File: src/inc/dcr_consts.vh
// Constants for the data acquisition card I/O register decode
// Function
// - In software start mode each write of 1 to the trigger bit runs exactly one conversion; writes while a conversion is busy are dropped.
// - Offset 0xE0 is the write-only gain and channel select; reads return reserved content.
// - Offset 0xE8 is the write-only trigger; reads return reserved content and start nothing.
// - Offset 0x2A holds the interrupt polarity control, readable and writable.
// - Offset 0x05 holds the interrupt mask control, readable and writable.
// - A read of offset 0x07 returns the present state of the auxiliary pins.
// - Bit 0 of the status at 0xEC goes to 1 when a conversion completes, 0 while not valid.
// - The output converter latch updates only on the high byte write, low byte first.
`ifndef DCR_CONSTS_VH
`define DCR_CONSTS_VH

`define DCR_OFS_RESET      8'h00
`define DCR_OFS_AUX_CTL    8'h02
`define DCR_OFS_AUX_DATA   8'h03
`define DCR_OFS_INT_MASK   8'h05
`define DCR_OFS_AUX_PINS   8'h07
`define DCR_OFS_INT_POL    8'h2A
`define DCR_OFS_TMR0       8'hC0
`define DCR_OFS_TMR1       8'hC4
`define DCR_OFS_TMR2       8'hC8
`define DCR_OFS_TMR_CTL    8'hCC
`define DCR_OFS_CONV_LO    8'hD0
`define DCR_OFS_CONV_HI    8'hD4
`define DCR_OFS_DIO_LO     8'hD8
`define DCR_OFS_DIO_HI     8'hDC
`define DCR_OFS_GAIN_MUX   8'hE0
`define DCR_OFS_MODE       8'hE4
`define DCR_OFS_TRIGGER    8'hE8
`define DCR_OFS_STATUS     8'hEC

`define DCR_BIT_SW_START   0
`define DCR_BIT_TIMED      1
`define DCR_BIT_TRIGGER    0
`define DCR_BIT_READY      0

`define DCR_RESERVED_RD    8'h00
`define DCR_RST_REG8       8'h00
`define DCR_RST_MODE       8'h00

`endif

File: src/dcr_conv_seq.v
// Conversion sequencer: one start pulse per request taken while idle, ready flag, result latch
`timescale 1ns/1ps
`include "dcr_consts.vh"
module dcr_conv_seq (
  input  wire        clk,
  input  wire        reset,
  input  wire        startReq,
  input  wire        convDone,
  input  wire [11:0] convData,
  output reg         convStart_r,
  output reg         busy_r,
  output reg         ready_r,
  output reg  [11:0] result_r
);

  localparam [1:0] ST_IDLE = 2'b01;
  localparam [1:0] ST_BUSY = 2'b10;

  reg [1:0] state_r;

  ////////////////////////////////////////////////////////////////////////////
  always @(posedge clk) begin
    if (reset) begin
      state_r     <= ST_IDLE;
      convStart_r <= 1'b0;
      busy_r      <= 1'b0;
      ready_r     <= 1'b0;
      result_r    <= 12'h000;
    end else begin
      convStart_r <= 1'b0;
      case (state_r)
        ST_IDLE: begin
          // Requests while busy are dropped so each start yields one result
          if (startReq) begin
            convStart_r <= 1'b1;
            busy_r      <= 1'b1;
            ready_r     <= 1'b0;
            state_r     <= ST_BUSY;
          end
        end
        ST_BUSY: begin
          if (convDone) begin
            result_r <= convData;
            ready_r  <= 1'b1;
            busy_r   <= 1'b0;
            state_r  <= ST_IDLE;
          end
        end
        default: begin
          state_r <= ST_IDLE;
          busy_r  <= 1'b0;
        end
      endcase
    end
  end

endmodule // dcr_conv_seq

File: src/dcr_io_decode.v
// I/O register decode of the data acquisition card
`timescale 1ns/1ps
`include "dcr_consts.vh"
module dcr_io_decode (
  input  wire        clk,
  input  wire        reset,
  input  wire [7:0]  ioAddr,
  input  wire        ioWr,
  input  wire        ioRd,
  input  wire [7:0]  ioWrData,
  output reg  [7:0]  ioRdData_r,
  output reg         ioRdValid_r,
  input  wire [7:0]  auxPins,
  input  wire [15:0] diIn,
  input  wire        convDone,
  input  wire [11:0] convData,
  input  wire        timedTick,
  input  wire [7:0]  timerRdData,
  output reg  [1:0]  timerSel_r,
  output reg  [7:0]  timerWrData_r,
  output reg         timerWrStb_r,
  output reg         timerRdStb_r,
  output reg  [7:0]  boardReset_r,
  output reg  [7:0]  auxCtl_r,
  output reg  [7:0]  auxData_r,
  output reg  [7:0]  intMask_r,
  output reg  [7:0]  intPolarity_r,
  output reg  [11:0] dacOut_r,
  output reg  [15:0] doOut_r,
  output reg  [1:0]  amplifierCode_r,
  output reg  [3:0]  channelSelect_r,
  output reg         softwareStartEnable_r,
  output reg         timedStartEnable_r,
  output reg         convStart_r
);

  // Address compare, used by the trigger start request decode
  function isAt;
    input [7:0] addr;
    input [7:0] ofs;
    begin
      isAt = (addr == ofs);
    end
  endfunction

  reg  [7:0] dacLow_r;
  reg        startReq;
  wire       seqStart;
  wire       seqBusy;
  wire       seqReady;
  wire [11:0] seqResult;
  wire       wrEn;
  wire       rdEn;

  assign wrEn = ioWr & ~ioRd;
  assign rdEn = ioRd & ~ioWr;

  ////////////////////////////////////////////////////////////////////////////
  // Start request: software trigger only in software mode, tick in timed mode
  always @* begin
    startReq = 1'b0;
    if (wrEn && isAt(ioAddr, `DCR_OFS_TRIGGER) &&
        ioWrData[`DCR_BIT_TRIGGER] && softwareStartEnable_r)
      startReq = 1'b1;
    else if (timedTick && timedStartEnable_r)
      startReq = 1'b1;
  end

  dcr_conv_seq u_seq (
    .clk         (clk),
    .reset       (reset),
    .startReq    (startReq),
    .convDone    (convDone),
    .convData    (convData),
    .convStart_r (seqStart),
    .busy_r      (seqBusy),
    .ready_r     (seqReady),
    .result_r    (seqResult)
  );

  always @(posedge clk) begin
    if (reset)
      convStart_r <= 1'b0;
    else
      convStart_r <= seqStart;
  end

  ////////////////////////////////////////////////////////////////////////////
  // Write side
  always @(posedge clk) begin
    if (reset) begin
      boardReset_r          <= `DCR_RST_REG8;
      auxCtl_r              <= `DCR_RST_REG8;
      auxData_r             <= `DCR_RST_REG8;
      intMask_r             <= `DCR_RST_REG8;
      intPolarity_r         <= `DCR_RST_REG8;
      dacLow_r              <= `DCR_RST_REG8;
      dacOut_r              <= 12'h000;
      doOut_r               <= 16'h0000;
      amplifierCode_r       <= 2'b00;
      channelSelect_r       <= 4'h0;
      softwareStartEnable_r <= 1'b0;
      timedStartEnable_r    <= 1'b0;
      timerSel_r            <= 2'b00;
      timerWrData_r         <= 8'h00;
      timerWrStb_r          <= 1'b0;
    end else begin
      timerWrStb_r <= 1'b0;
      if (wrEn) begin
        case (ioAddr)
          `DCR_OFS_RESET:    boardReset_r  <= ioWrData;
          `DCR_OFS_AUX_CTL:  auxCtl_r      <= ioWrData;
          `DCR_OFS_AUX_DATA: auxData_r     <= ioWrData;
          `DCR_OFS_INT_MASK: intMask_r     <= ioWrData;
          `DCR_OFS_INT_POL:  intPolarity_r <= ioWrData;
          `DCR_OFS_TMR0, `DCR_OFS_TMR1, `DCR_OFS_TMR2,
          `DCR_OFS_TMR_CTL: begin
            timerSel_r    <= ioAddr[3:2];
            timerWrData_r <= ioWrData;
            timerWrStb_r  <= 1'b1;
          end
          `DCR_OFS_CONV_LO:  dacLow_r <= ioWrData;
          `DCR_OFS_CONV_HI:  dacOut_r <= {ioWrData[3:0], dacLow_r};
          `DCR_OFS_DIO_LO:   doOut_r[7:0]  <= ioWrData;
          `DCR_OFS_DIO_HI:   doOut_r[15:8] <= ioWrData;
          `DCR_OFS_GAIN_MUX: begin
            amplifierCode_r <= ioWrData[1:0];
            channelSelect_r <= ioWrData[5:2];
          end
          `DCR_OFS_MODE: begin
            softwareStartEnable_r <= ioWrData[`DCR_BIT_SW_START];
            timedStartEnable_r    <= ioWrData[`DCR_BIT_TIMED];
          end
          default: begin
          end
        endcase
      end
    end
  end

  ////////////////////////////////////////////////////////////////////////////
  // Read side; answer one cycle after the read strobe
  always @(posedge clk) begin
    if (reset) begin
      ioRdData_r   <= 8'h00;
      ioRdValid_r  <= 1'b0;
      timerRdStb_r <= 1'b0;
    end else begin
      ioRdValid_r  <= rdEn;
      timerRdStb_r <= 1'b0;
      if (rdEn) begin
        case (ioAddr)
          `DCR_OFS_RESET:    ioRdData_r <= boardReset_r;
          `DCR_OFS_AUX_CTL:  ioRdData_r <= auxCtl_r;
          `DCR_OFS_AUX_DATA: ioRdData_r <= auxData_r;
          `DCR_OFS_INT_MASK: ioRdData_r <= intMask_r;
          `DCR_OFS_AUX_PINS: ioRdData_r <= auxPins;
          `DCR_OFS_INT_POL:  ioRdData_r <= intPolarity_r;
          `DCR_OFS_TMR0, `DCR_OFS_TMR1, `DCR_OFS_TMR2: begin
            ioRdData_r   <= timerRdData;
            timerRdStb_r <= 1'b1;
          end
          `DCR_OFS_CONV_LO:  ioRdData_r <= seqResult[7:0];
          `DCR_OFS_CONV_HI:  ioRdData_r <= {4'h0, seqResult[11:8]};
          `DCR_OFS_DIO_LO:   ioRdData_r <= diIn[7:0];
          `DCR_OFS_DIO_HI:   ioRdData_r <= diIn[15:8];
          `DCR_OFS_STATUS:
            ioRdData_r <= {7'h00, seqReady};
          // Write-only and unmapped offsets read reserved, no side effect
          default:           ioRdData_r <= `DCR_RESERVED_RD;
        endcase
      end
    end
  end

endmodule // dcr_io_decode

File: config.mk
export PLATFORM = sky130hd
export DESIGN_NAME = dcr_io_decode
export DESIGN_NICKNAME = d
export VERILOG_FILES = /design/src/dcr_conv_seq.v /design/src/dcr_io_decode.v
export VERILOG_INCLUDE_DIRS = /design/src /design/src/inc
export SDC_FILE = /design/constraint.sdc
export NUM_CORES = 1
export LEC_CHECK = 0
export ABC_AREA = 1
export BUFFER_PORTS_ARGS = -buffer_cell sky130_fd_sc_hd__clkbuf_2
export CAP_MARGIN = 20
export CORE_UTILIZATION = 30
export DETAILED_ROUTE_END_ITERATION = 16
export PLACE_DENSITY = 0.49
export SLEW_MARGIN = 5
export SYNTH_ARGS = -nofsm -noshare
export SYNTH_HDL_FRONTEND = slang
export SYNTH_SLANG_ARGS = --single-unit
File: constraint.sdc
create_clock -name clk -period 1.5 [get_ports clk]
set_input_delay 0.3 -clock clk [delete_from_list [all_inputs] [get_ports clk]]
set_output_delay 0.3 -clock clk [all_outputs]
set_load 0.05 [all_outputs]
Yosys cells after proc, flatten, opt, wreduce, memory -nomap -nowiden
Index checks and enable logic that the tools add are counted.
Operators by class
  reductions and logical operators: 26
  bitwise operators: 7
  mux-type cells: 12
  equal/unequal tests: 21
Operators by type and width (number)
  $eq A8 B8 Y1 const B: 12
  $pmux W8 S12: 1
  $reduce_and A2 Y1: 14
  $eq A8 B2 Y1 const B: 2
  $eq A8 B3 Y1 const B: 2
  $eq A8 B6 Y1 const B: 1
  $logic_not A8 Y1: 1
  $mux W1: 7
  $reduce_or A2 Y1: 3
  $not A1 Y1: 5
  $logic_and A1 B1 Y1: 4
  $mux W2: 2
  $ne A2 B2 Y1 const B: 2
  $pmux W2 S2: 1
  $reduce_or A4 Y1: 1
  $reduce_and A3 Y1: 1
  $reduce_or A3 Y1: 1
  $and A1 B1 Y1: 2
  $eq A2 B1 Y1 const B: 1
  $eq A2 B2 Y1 const B: 1
  $pmux W1 S2: 1
  $reduce_bool A2 Y1: 1
Word-level totals
  register bits: 122
  bits of input ports: 66

Depth between registers and ports, before layout
Gate-level depths: netlist of the first run.
  word-level depth: 8
  mapped depth: 10
  mapped depth without buffers: 10

By module
Synthesis of the first run repeated with hierarchy kept, for this count alone.
Unflattened totals
  cells, all modules: 788
  area, all modules: 5615.4 um^2
Modules (own cells, without submodules)
  dcr_io_decode: seq. area each 2122.0 um^2, instances 1, cells an instance 697, area each 4981.0 um^2
  dcr_conv_seq: seq. area each 320.3 um^2, instances 1, cells an instance 91, area each 634.4 um^2

Worst setup path after synthesis of the first run
OpenSTA, ideal clock, no wires.
  path kind: input to register
  start: input ioAddr[2]
  end: register intPolarity_r[6]
  setup slack: 185 ps
  stages on the path: 7
  required time: 1383 ps
  arrival: 1197 ps
  path through: inv_2 nand2_2 nor2_2 nand3_2 buf_4 o21ai_1 a21oi_1
On the way
  word-level cells in the longest chain between the ends: 2
Ends and longest elaborated chain
  start: declaration: RTL line dcr_io_decode.v:7  | input wire [7:0] ioAddr,
  $eq A8 B6 Y1: RTL line dcr_io_decode.v:110  | case (ioAddr)
  $reduce_and A2 Y1 (no source line)
  end signal: assignment: RTL line dcr_io_decode.v:96  | intPolarity_r <= `DCR_RST_REG8;
  end signal: assignment: RTL line dcr_io_decode.v:115  | `DCR_OFS_INT_POL: intPolarity_r <= ioWrData;
  end: declaration: RTL line dcr_io_decode.v:27  | output reg [7:0] intPolarity_r,
No other way between the ends.
A chain may end at the register's enable or synchronous reset.

Worst setup path in the final report of the first run
  start: register boardReset_r[3]
  end: output boardReset_r[3]
RTL lines
  start: declaration: RTL line dcr_io_decode.v:23  | output reg [7:0] boardReset_r,
  start signal: assignment: RTL line dcr_io_decode.v:92  | boardReset_r <= `DCR_RST_REG8;
  start signal: assignment: RTL line dcr_io_decode.v:111  | `DCR_OFS_RESET: boardReset_r <= ioWrData;
No word-level cell between the ends.

==> reports/qor.csv, run 1 <==
stage;metric;value;unit
route;drc;0;
place;io_buffers;163;
cts;numCtsBuffers;17;
place;place_congestion;0.8440;
route;vias;5500;
timing;hold_viol;0;
synth;synth_cells;757;
synth;synth_area_leaders;dfxtp_1 (46%), nor2_1 (8.5%), o21ai_0 (8.5%);
outcome;status;finished, final reports clean;
cts;cts_tree;yes;
timing;max_freq;0.6909;GHz
critical_path;endpoint_kind;primary output;
grt;grt_overflow;0;
run;maxCapViolCount;0;
grt;grt_pass1_wl;27.92;mm
critical_path;critPathKind;flip-flop to primary output;
timing;final_max_slew_viol_count;0;
timing;rsz0062_at_grt;no;
finish;stdcell_count;1194;
cts;cts_resized;0;
floorplan;rows;48;
timing;worst_slew_pin_slew;0.4237;ns
grt;antenna_found_initial;0;
cts;cts.sinks;122;
grt;grt_max_degree;52;
critical_path;slowest_stage;dfxtp_1;
critical_path;path_max_fanout;3;
floorplan;pin_count;164;
critical_path;cp-start-kind;flip-flop;
finish;mostFrequentLayoutCells;clkbuf_2 (163), nor2_1 (122), dfxtp_1 (122), nand2_1 (104), o21ai_0 (91);
floorplan;fp.dieArea;18420;um2
route;wl;18.63;mm
synth;synth_warnings;0;
place;hpwl;13.85;mm
cts;ctsLongestPathBuffers;2;
grt;grt_pass1_vias;4928;
timing;setup_viol;0;
critical_path;path_cells;clkbuf_2;
power_and_ir_drop;power_density;1080;nW/um2
route;first_pass_iters;5;
cts;cts_htree_levels;4;
synth;synth_top_area_share;0.4553;
critical_path;slowest_delay;0.42;ns
floorplan;die_h;135.7;um
critical_path;worstPathArrival;1.15;ns
grt;groute.usage.overall;0.2068;
finish;seqCellArea;2442;um2
cts;clk_latency;0.42;ns
critical_path;worstPathRequired;1.20;ns
power_and_ir_drop;ir_worst_vdd;0.7632;mV
finish;fin_util;0.4228;
timing;relSlewSlack;0.7169;
route;drt_iter0_markers;406;
power_and_ir_drop;power.leakage;3.273;nW
synth;ys_types;24;
synth;yosysSeqAreaShare;0.4553;
timing;finalClockSkew;0.003570;ns
synth;synth-seq-cells;122;
critical_path;cp_top_family;flip-flops;
critical_path;crit_buf_inv;1;
floorplan;initial_core_util;0.3090;
finish;layout-drive-gt1-share;0.2921;
route;ant_nets;0;
finish;diodes;0;
cts;postCtsSetupRepairBufs;0;
finish;fillCellCount;1855;
finish;layout_commonest_cell;clkbuf_2;
synth;synth_area;5364;um2
synth;synth_nets;823;
cts;clk_pin_slew;0.06;ns
finish;multiInputGateArea;2416;um2
floorplan;coreArea;17360;um2
finish;fin_nets;1022;
timing;min_period;1.447;ns
finish;area_growth;36.81;%
timing;finalCritPeriodShare;0.9649;
synth;synth_area_leader_cell;dfxtp_1;
hold_path;hold_path_class;input port to flip-flop;
route;wire_per_inst;15.61;um
cts;root_buffer;clkbuf_16;
route;routed_via_density;4.606;
floorplan;die_w;135.7;um
cts;cts_hold_buf;0;
place;place_inst;1162;
synth;synth.avg_cell_area;7.086;um2
timing;holdWs;0.1327;ns
==> cells in the mapped netlist, drive strengths merged <==
cell	count
clkinv	1
nand4	1
dfxtp	122
a21oi	79
o21ai	95
buf	16
nand3	85
inv	89
nor2	137
nor3	2
nand2	111
clkbuf	19
==> final timing paths <==
kind / startpoint / endpoint / slack [ns] / depth (start not counted)
max reg2reg: u_seq.state_r[1] / u_seq.result_r[1] / 0.32 / 5
min reg2reg: dacLow_r[6] / dacLow_r[6] / 0.44 / 2
max: boardReset_r[3] / boardReset_r[3] / 0.05 / 1
min: convData[8] / u_seq.result_r[8] / 0.13 / 3
==> per-stage QoR <==
step / setup slack, ns / TNS, ns / instance area, um2 / power [mW]
finish: 0.05266 / 0 / 7338 / 7.924
global placement: -0.1213 / -4.710 / 6734 / 3.802
CTS: 0.03698 / 0 / 7338 / 8.012
global route: 0.01145 / 0 / 7338 / 8.207
detailed placement: -0.1384 / -5.777 / 6734 / 3.801
floorplan: 0.1854 / 0 / 5364 / 3.547
==> registers in the layout, indices dropped and copies added, names as in the netlist, 2 cells and up <==
name / flops
timerSel_r: 2
intPolarity_r: 8
u_seq.result_r: 12
intMask_r: 8
doOut_r: 16
u_seq.state_r: 2
channelSelect_r: 4
ioRdData_r: 8
dacOut_r: 12
amplifierCode_r: 2
timerWrData_r: 8
auxData_r: 8
dacLow_r: 8
boardReset_r: 8
auxCtl_r: 8
==> area by class of cell <==
cell class	count	area share
Timing Repair Buffer	215	0.1712
Tap cell	225	0.03836
Inverter	90	0.04604
Clock inverter	13	0.02336
Multi-Input combinational cell	510	0.3292
Clock buffer	19	0.05899
Sequential cell	122	0.3328
==> per-layer routing <==
layer / global-route usage / up-vias / routed length, um
met5: 0 / - / 0
li1: - / 2842 / -
met3: 0.04826 / 18 / 949
met4: 0.06679 / 0 / 273
met1: 0.2774 / 2508 / 8784
met2: 0.3248 / 132 / 8627
==> logic make-up (layout without fill, tap and decap cells) <==
| logic type | Yosys count | count (layout) | synth area share |
|---|---|---|---|
| simple gates | 336 | 336 | 0.2874 |
| compound gates | 174 | 174 | 0.1631 |
| buf+inv | 125 | 337 | 0.09424 |
| flops | 122 | 122 | 0.4553 |
==> power breakdown <==
group | total, mW | internal [mW] | switching, mW
registers | 3.25 | 3.25 | 0.00347
clock network | 4.20 | 2.62 | 1.57
logic | 0.479 | 0.167 | 0.312
Power figures use the tool's default switching activity.
==> inputs of run 2 (changes only) <==
--- a/config.mk
+++ b/config.mk
@@ -9,9 +9,9 @@
 export ABC_AREA = 1
 export BUFFER_PORTS_ARGS = -buffer_cell sky130_fd_sc_hd__clkbuf_2
 export CAP_MARGIN = 20
-export CORE_UTILIZATION = 30
+export CORE_UTILIZATION = 40
 export DETAILED_ROUTE_END_ITERATION = 16
-export PLACE_DENSITY = 0.49
+export PLACE_DENSITY = 0.63
 export SLEW_MARGIN = 5
 export SYNTH_ARGS = -nofsm -noshare
 export SYNTH_HDL_FRONTEND = slang
==> constraint.sdc (replaced) <==
create_clock -name clk -period 1.5 [get_ports clk]
set_input_delay 0.15 -clock clk [delete_from_list [all_inputs] [get_ports clk]]
set_output_delay 0.15 -clock clk [all_outputs]
set_load 0.05 [all_outputs]
==> run 2 against run 1 <==
  * Power is 2.2% higher
  * Sequential share of layout area is 0.93 points higher
  * Fmax is 13% higher
  * Setup slack better by 0.17 ns
  * Routed wire length is 12% lower
  * Register-to-register slack worse by 0.04 ns
  * Cell area is 2.7% lower
  * Clock-buffer cell count is 3 higher
  * Clock skew is 0.0030 ns higher
  * Critical endpoint is now intMask_r[2]
  * Largest power group unchanged
==> reports/qor.csv, run 2 (synthesis gave the netlist of run 1 again) <==
stage;metric;value;unit;change
route;wire_per_inst;14.60;um;-6.5%
cts;clk_latency;0.41;ns;about the same
cts;cts_resized;0;;unchanged
critical_path;worstPathRequired;1.35;ns;+0.15 ns
place;place_congestion;0.8270;;-2.0%
place;dp_slack;-0.02341;ns;+0.1150 ns
finish;mostFrequentLayoutCells;clkbuf_2 (163), nor2_1 (122), dfxtp_1 (122), nand2_1 (104), o21ai_0 (91);;
route;routed_via_density;4.822;;+4.7%
critical_path;endpoint_kind;primary output;;
hold_path;hold_end;u_seq.result_r[2];;
timing;max_freq;0.7816;GHz;+13%
finish;area_growth;33.10;%;
timing;setup_viol;0;;unchanged
grt;grt_pass1_wl;26.12;mm;-6.5%
critical_path;reg2reg_slack;0.28;ns;-0.04 ns
floorplan;die_h;117.8;um;-13%
finish;diodes;0;;unchanged
timing;finalClockSkew;0.006538;ns;+0.002968 ns
run;maxCapViolCount;0;;unchanged
outcome;status;finished, final reports clean;;
timing;holdWs;0.01054;ns;-0.1221 ns
grt;antenna_found_initial;0;;unchanged
timing;min_period;1.279;ns;-0.1679 ns
power_and_ir_drop;power.leakage;3.186;nW;-2.7%
finish;fin_nets;1000;;-2.2%
place;place_area;6437;um2;-4.4%
place;io_buffers;163;;unchanged
hold_path;worstHoldPathCells;3;;unchanged
finish;largest_register_ffs;16;;unchanged
timing;worst_slew_pin_slew;0.4625;ns;+0.03877 ns
cts;cts_htree_levels;4;;unchanged
grt;grt_max_degree;95;;+83%
timing;final_max_slew_viol_count;0;;unchanged
cts;cts_hold_buf;7;;+7
floorplan;fp.dieArea;13880;um2;-25%
hold_path;hold_path_class;input port to flip-flop;;
floorplan;initial_core_util;0.4182;;+0.1092
route;wl;16.31;mm;-12%
critical_path;reg2regPathDepth;5;;unchanged
place;place_inst;1080;;-7.1%
finish;multiInputGateArea;2416;um2;unchanged
critical_path;slowest_delay;0.41;ns;about the same
floorplan;die_w;117.8;um;-13%
finish;seqCellArea;2442;um2;unchanged
route;ant_nets;0;;unchanged
timing;relSlewSlack;0.6909;;-0.02591
finish;reg_top3;doOut_r (16), dacOut_r (12), u_seq.result_r (12);;
floorplan;pin_count;164;;unchanged
finish;fin_util;0.5567;;+0.1339
power_and_ir_drop;finalPower;8.099;mW;+2.2%
critical_path;cp_top_family;flip-flops;;
critical_path;worstPathArrival;1.13;ns;-0.02 ns
critical_path;path_max_fanout;3;;unchanged
timing;rsz0062_at_grt;no;;
timing;finalCritPeriodShare;0.8530;;-0.1119
hold_path;hold_start;convData[2];;
cts;clk_pin_slew;0.05;ns;about the same
cts;cts_tree;yes;;
power_and_ir_drop;power_density;1134;nW/um2;+5.1%
floorplan;rows;41;;-15%
timing;setup_slack;0.2205;ns;+0.1679 ns
floorplan;coreArea;12820;um2;-26%
critical_path;path_cells;clkbuf_2;;
finish;final_area;7139;um2;-2.7%
grt;grt_pass1_vias;4985;;+1.2%
finish;layout-drive-gt1-share;0.2656;;-0.02645
finish;layout_commonest_cell;clkbuf_2;;
cts;cts.sinks;122;;unchanged
grt;groute.usage.overall;0.2428;;+0.03603
grt;grt_overflow;0;;unchanged
cts;numCtsBuffers;17;;unchanged
power_and_ir_drop;ir_worst_vdd;0.7572;mV;-0.79%
finish;stdcell_count;1117;;-6.4%
critical_path;slowest_stage;dfxtp_1;;
finish;fillCellCount;1283;;-31%
critical_path;crit_buf_inv;1;;unchanged
timing;fin_setup_tns;0;ns;unchanged
critical_path;reg2reg_from;u_seq.state_r[1];;
critical_path;critPathKind;flip-flop to primary output;;
cts;root_buffer;clkbuf_16;;
critical_path;cp-start-kind;flip-flop;;
cts;ctsLongestPathBuffers;2;;unchanged
finish;regMostFlops;doOut_r;;
route;drt_iter0_markers;420;;+3.4%
critical_path;r2r_end;u_seq.result_r[7];;
place;hpwl;11.71;mm;-15%
timing;hold_viol;0;;unchanged
cts;postCtsSetupRepairBufs;0;;unchanged
route;vias;5386;;-2.1%
route;drc;0;;unchanged
route;first_pass_iters;5;;unchanged
==> run 2: layout make-up <==
type,instances,area share
timing repair buffer,193,0.1535
sequential,122,0.3421
multi-input combinational,510,0.3384
clock buffer,22,0.06502
clock inverter,8,0.02348
inverter,90,0.04732
tap,172,0.03014
==> run 2: worst max-delay path by stage <==
stage	startpoint	to	slack, ns	cells after the start
3_3_place_gp	ioAddr[1]	u_seq.state_r[0]	-0.003	9
4_1_cts	auxData_r[2]	auxData_r[2]	0.23	1
5_1_grt	u_seq.state_r[1]	u_seq.result_r[7]	0.19	5
2_1_floorplan	softwareStartEnable_r	u_seq.state_r[0]	0.21	5
3_5_place_dp	ioAddr[3]	auxData_r[1]	-0.02	8
6_report	intMask_r[2]	intMask_r[2]	0.22	1
==> run 2: where the power goes <==
group          switching [mW]  total [mW]  internal, mW
Sequential            0.00324        3.25          3.25
Clock                    1.39        4.40          3.01
Combinational           0.294       0.444         0.151
Total                    1.69        8.10          6.41
==> run 2: metal layers <==
metal	vias to the layer above	GRT usage	wire length (um)
met5	-	0	0
met4	0	0.09856	405
met3	31	0.06105	918
met2	174	0.3779	7434
met1	2380	0.3196	7548
li1	2801	-	-
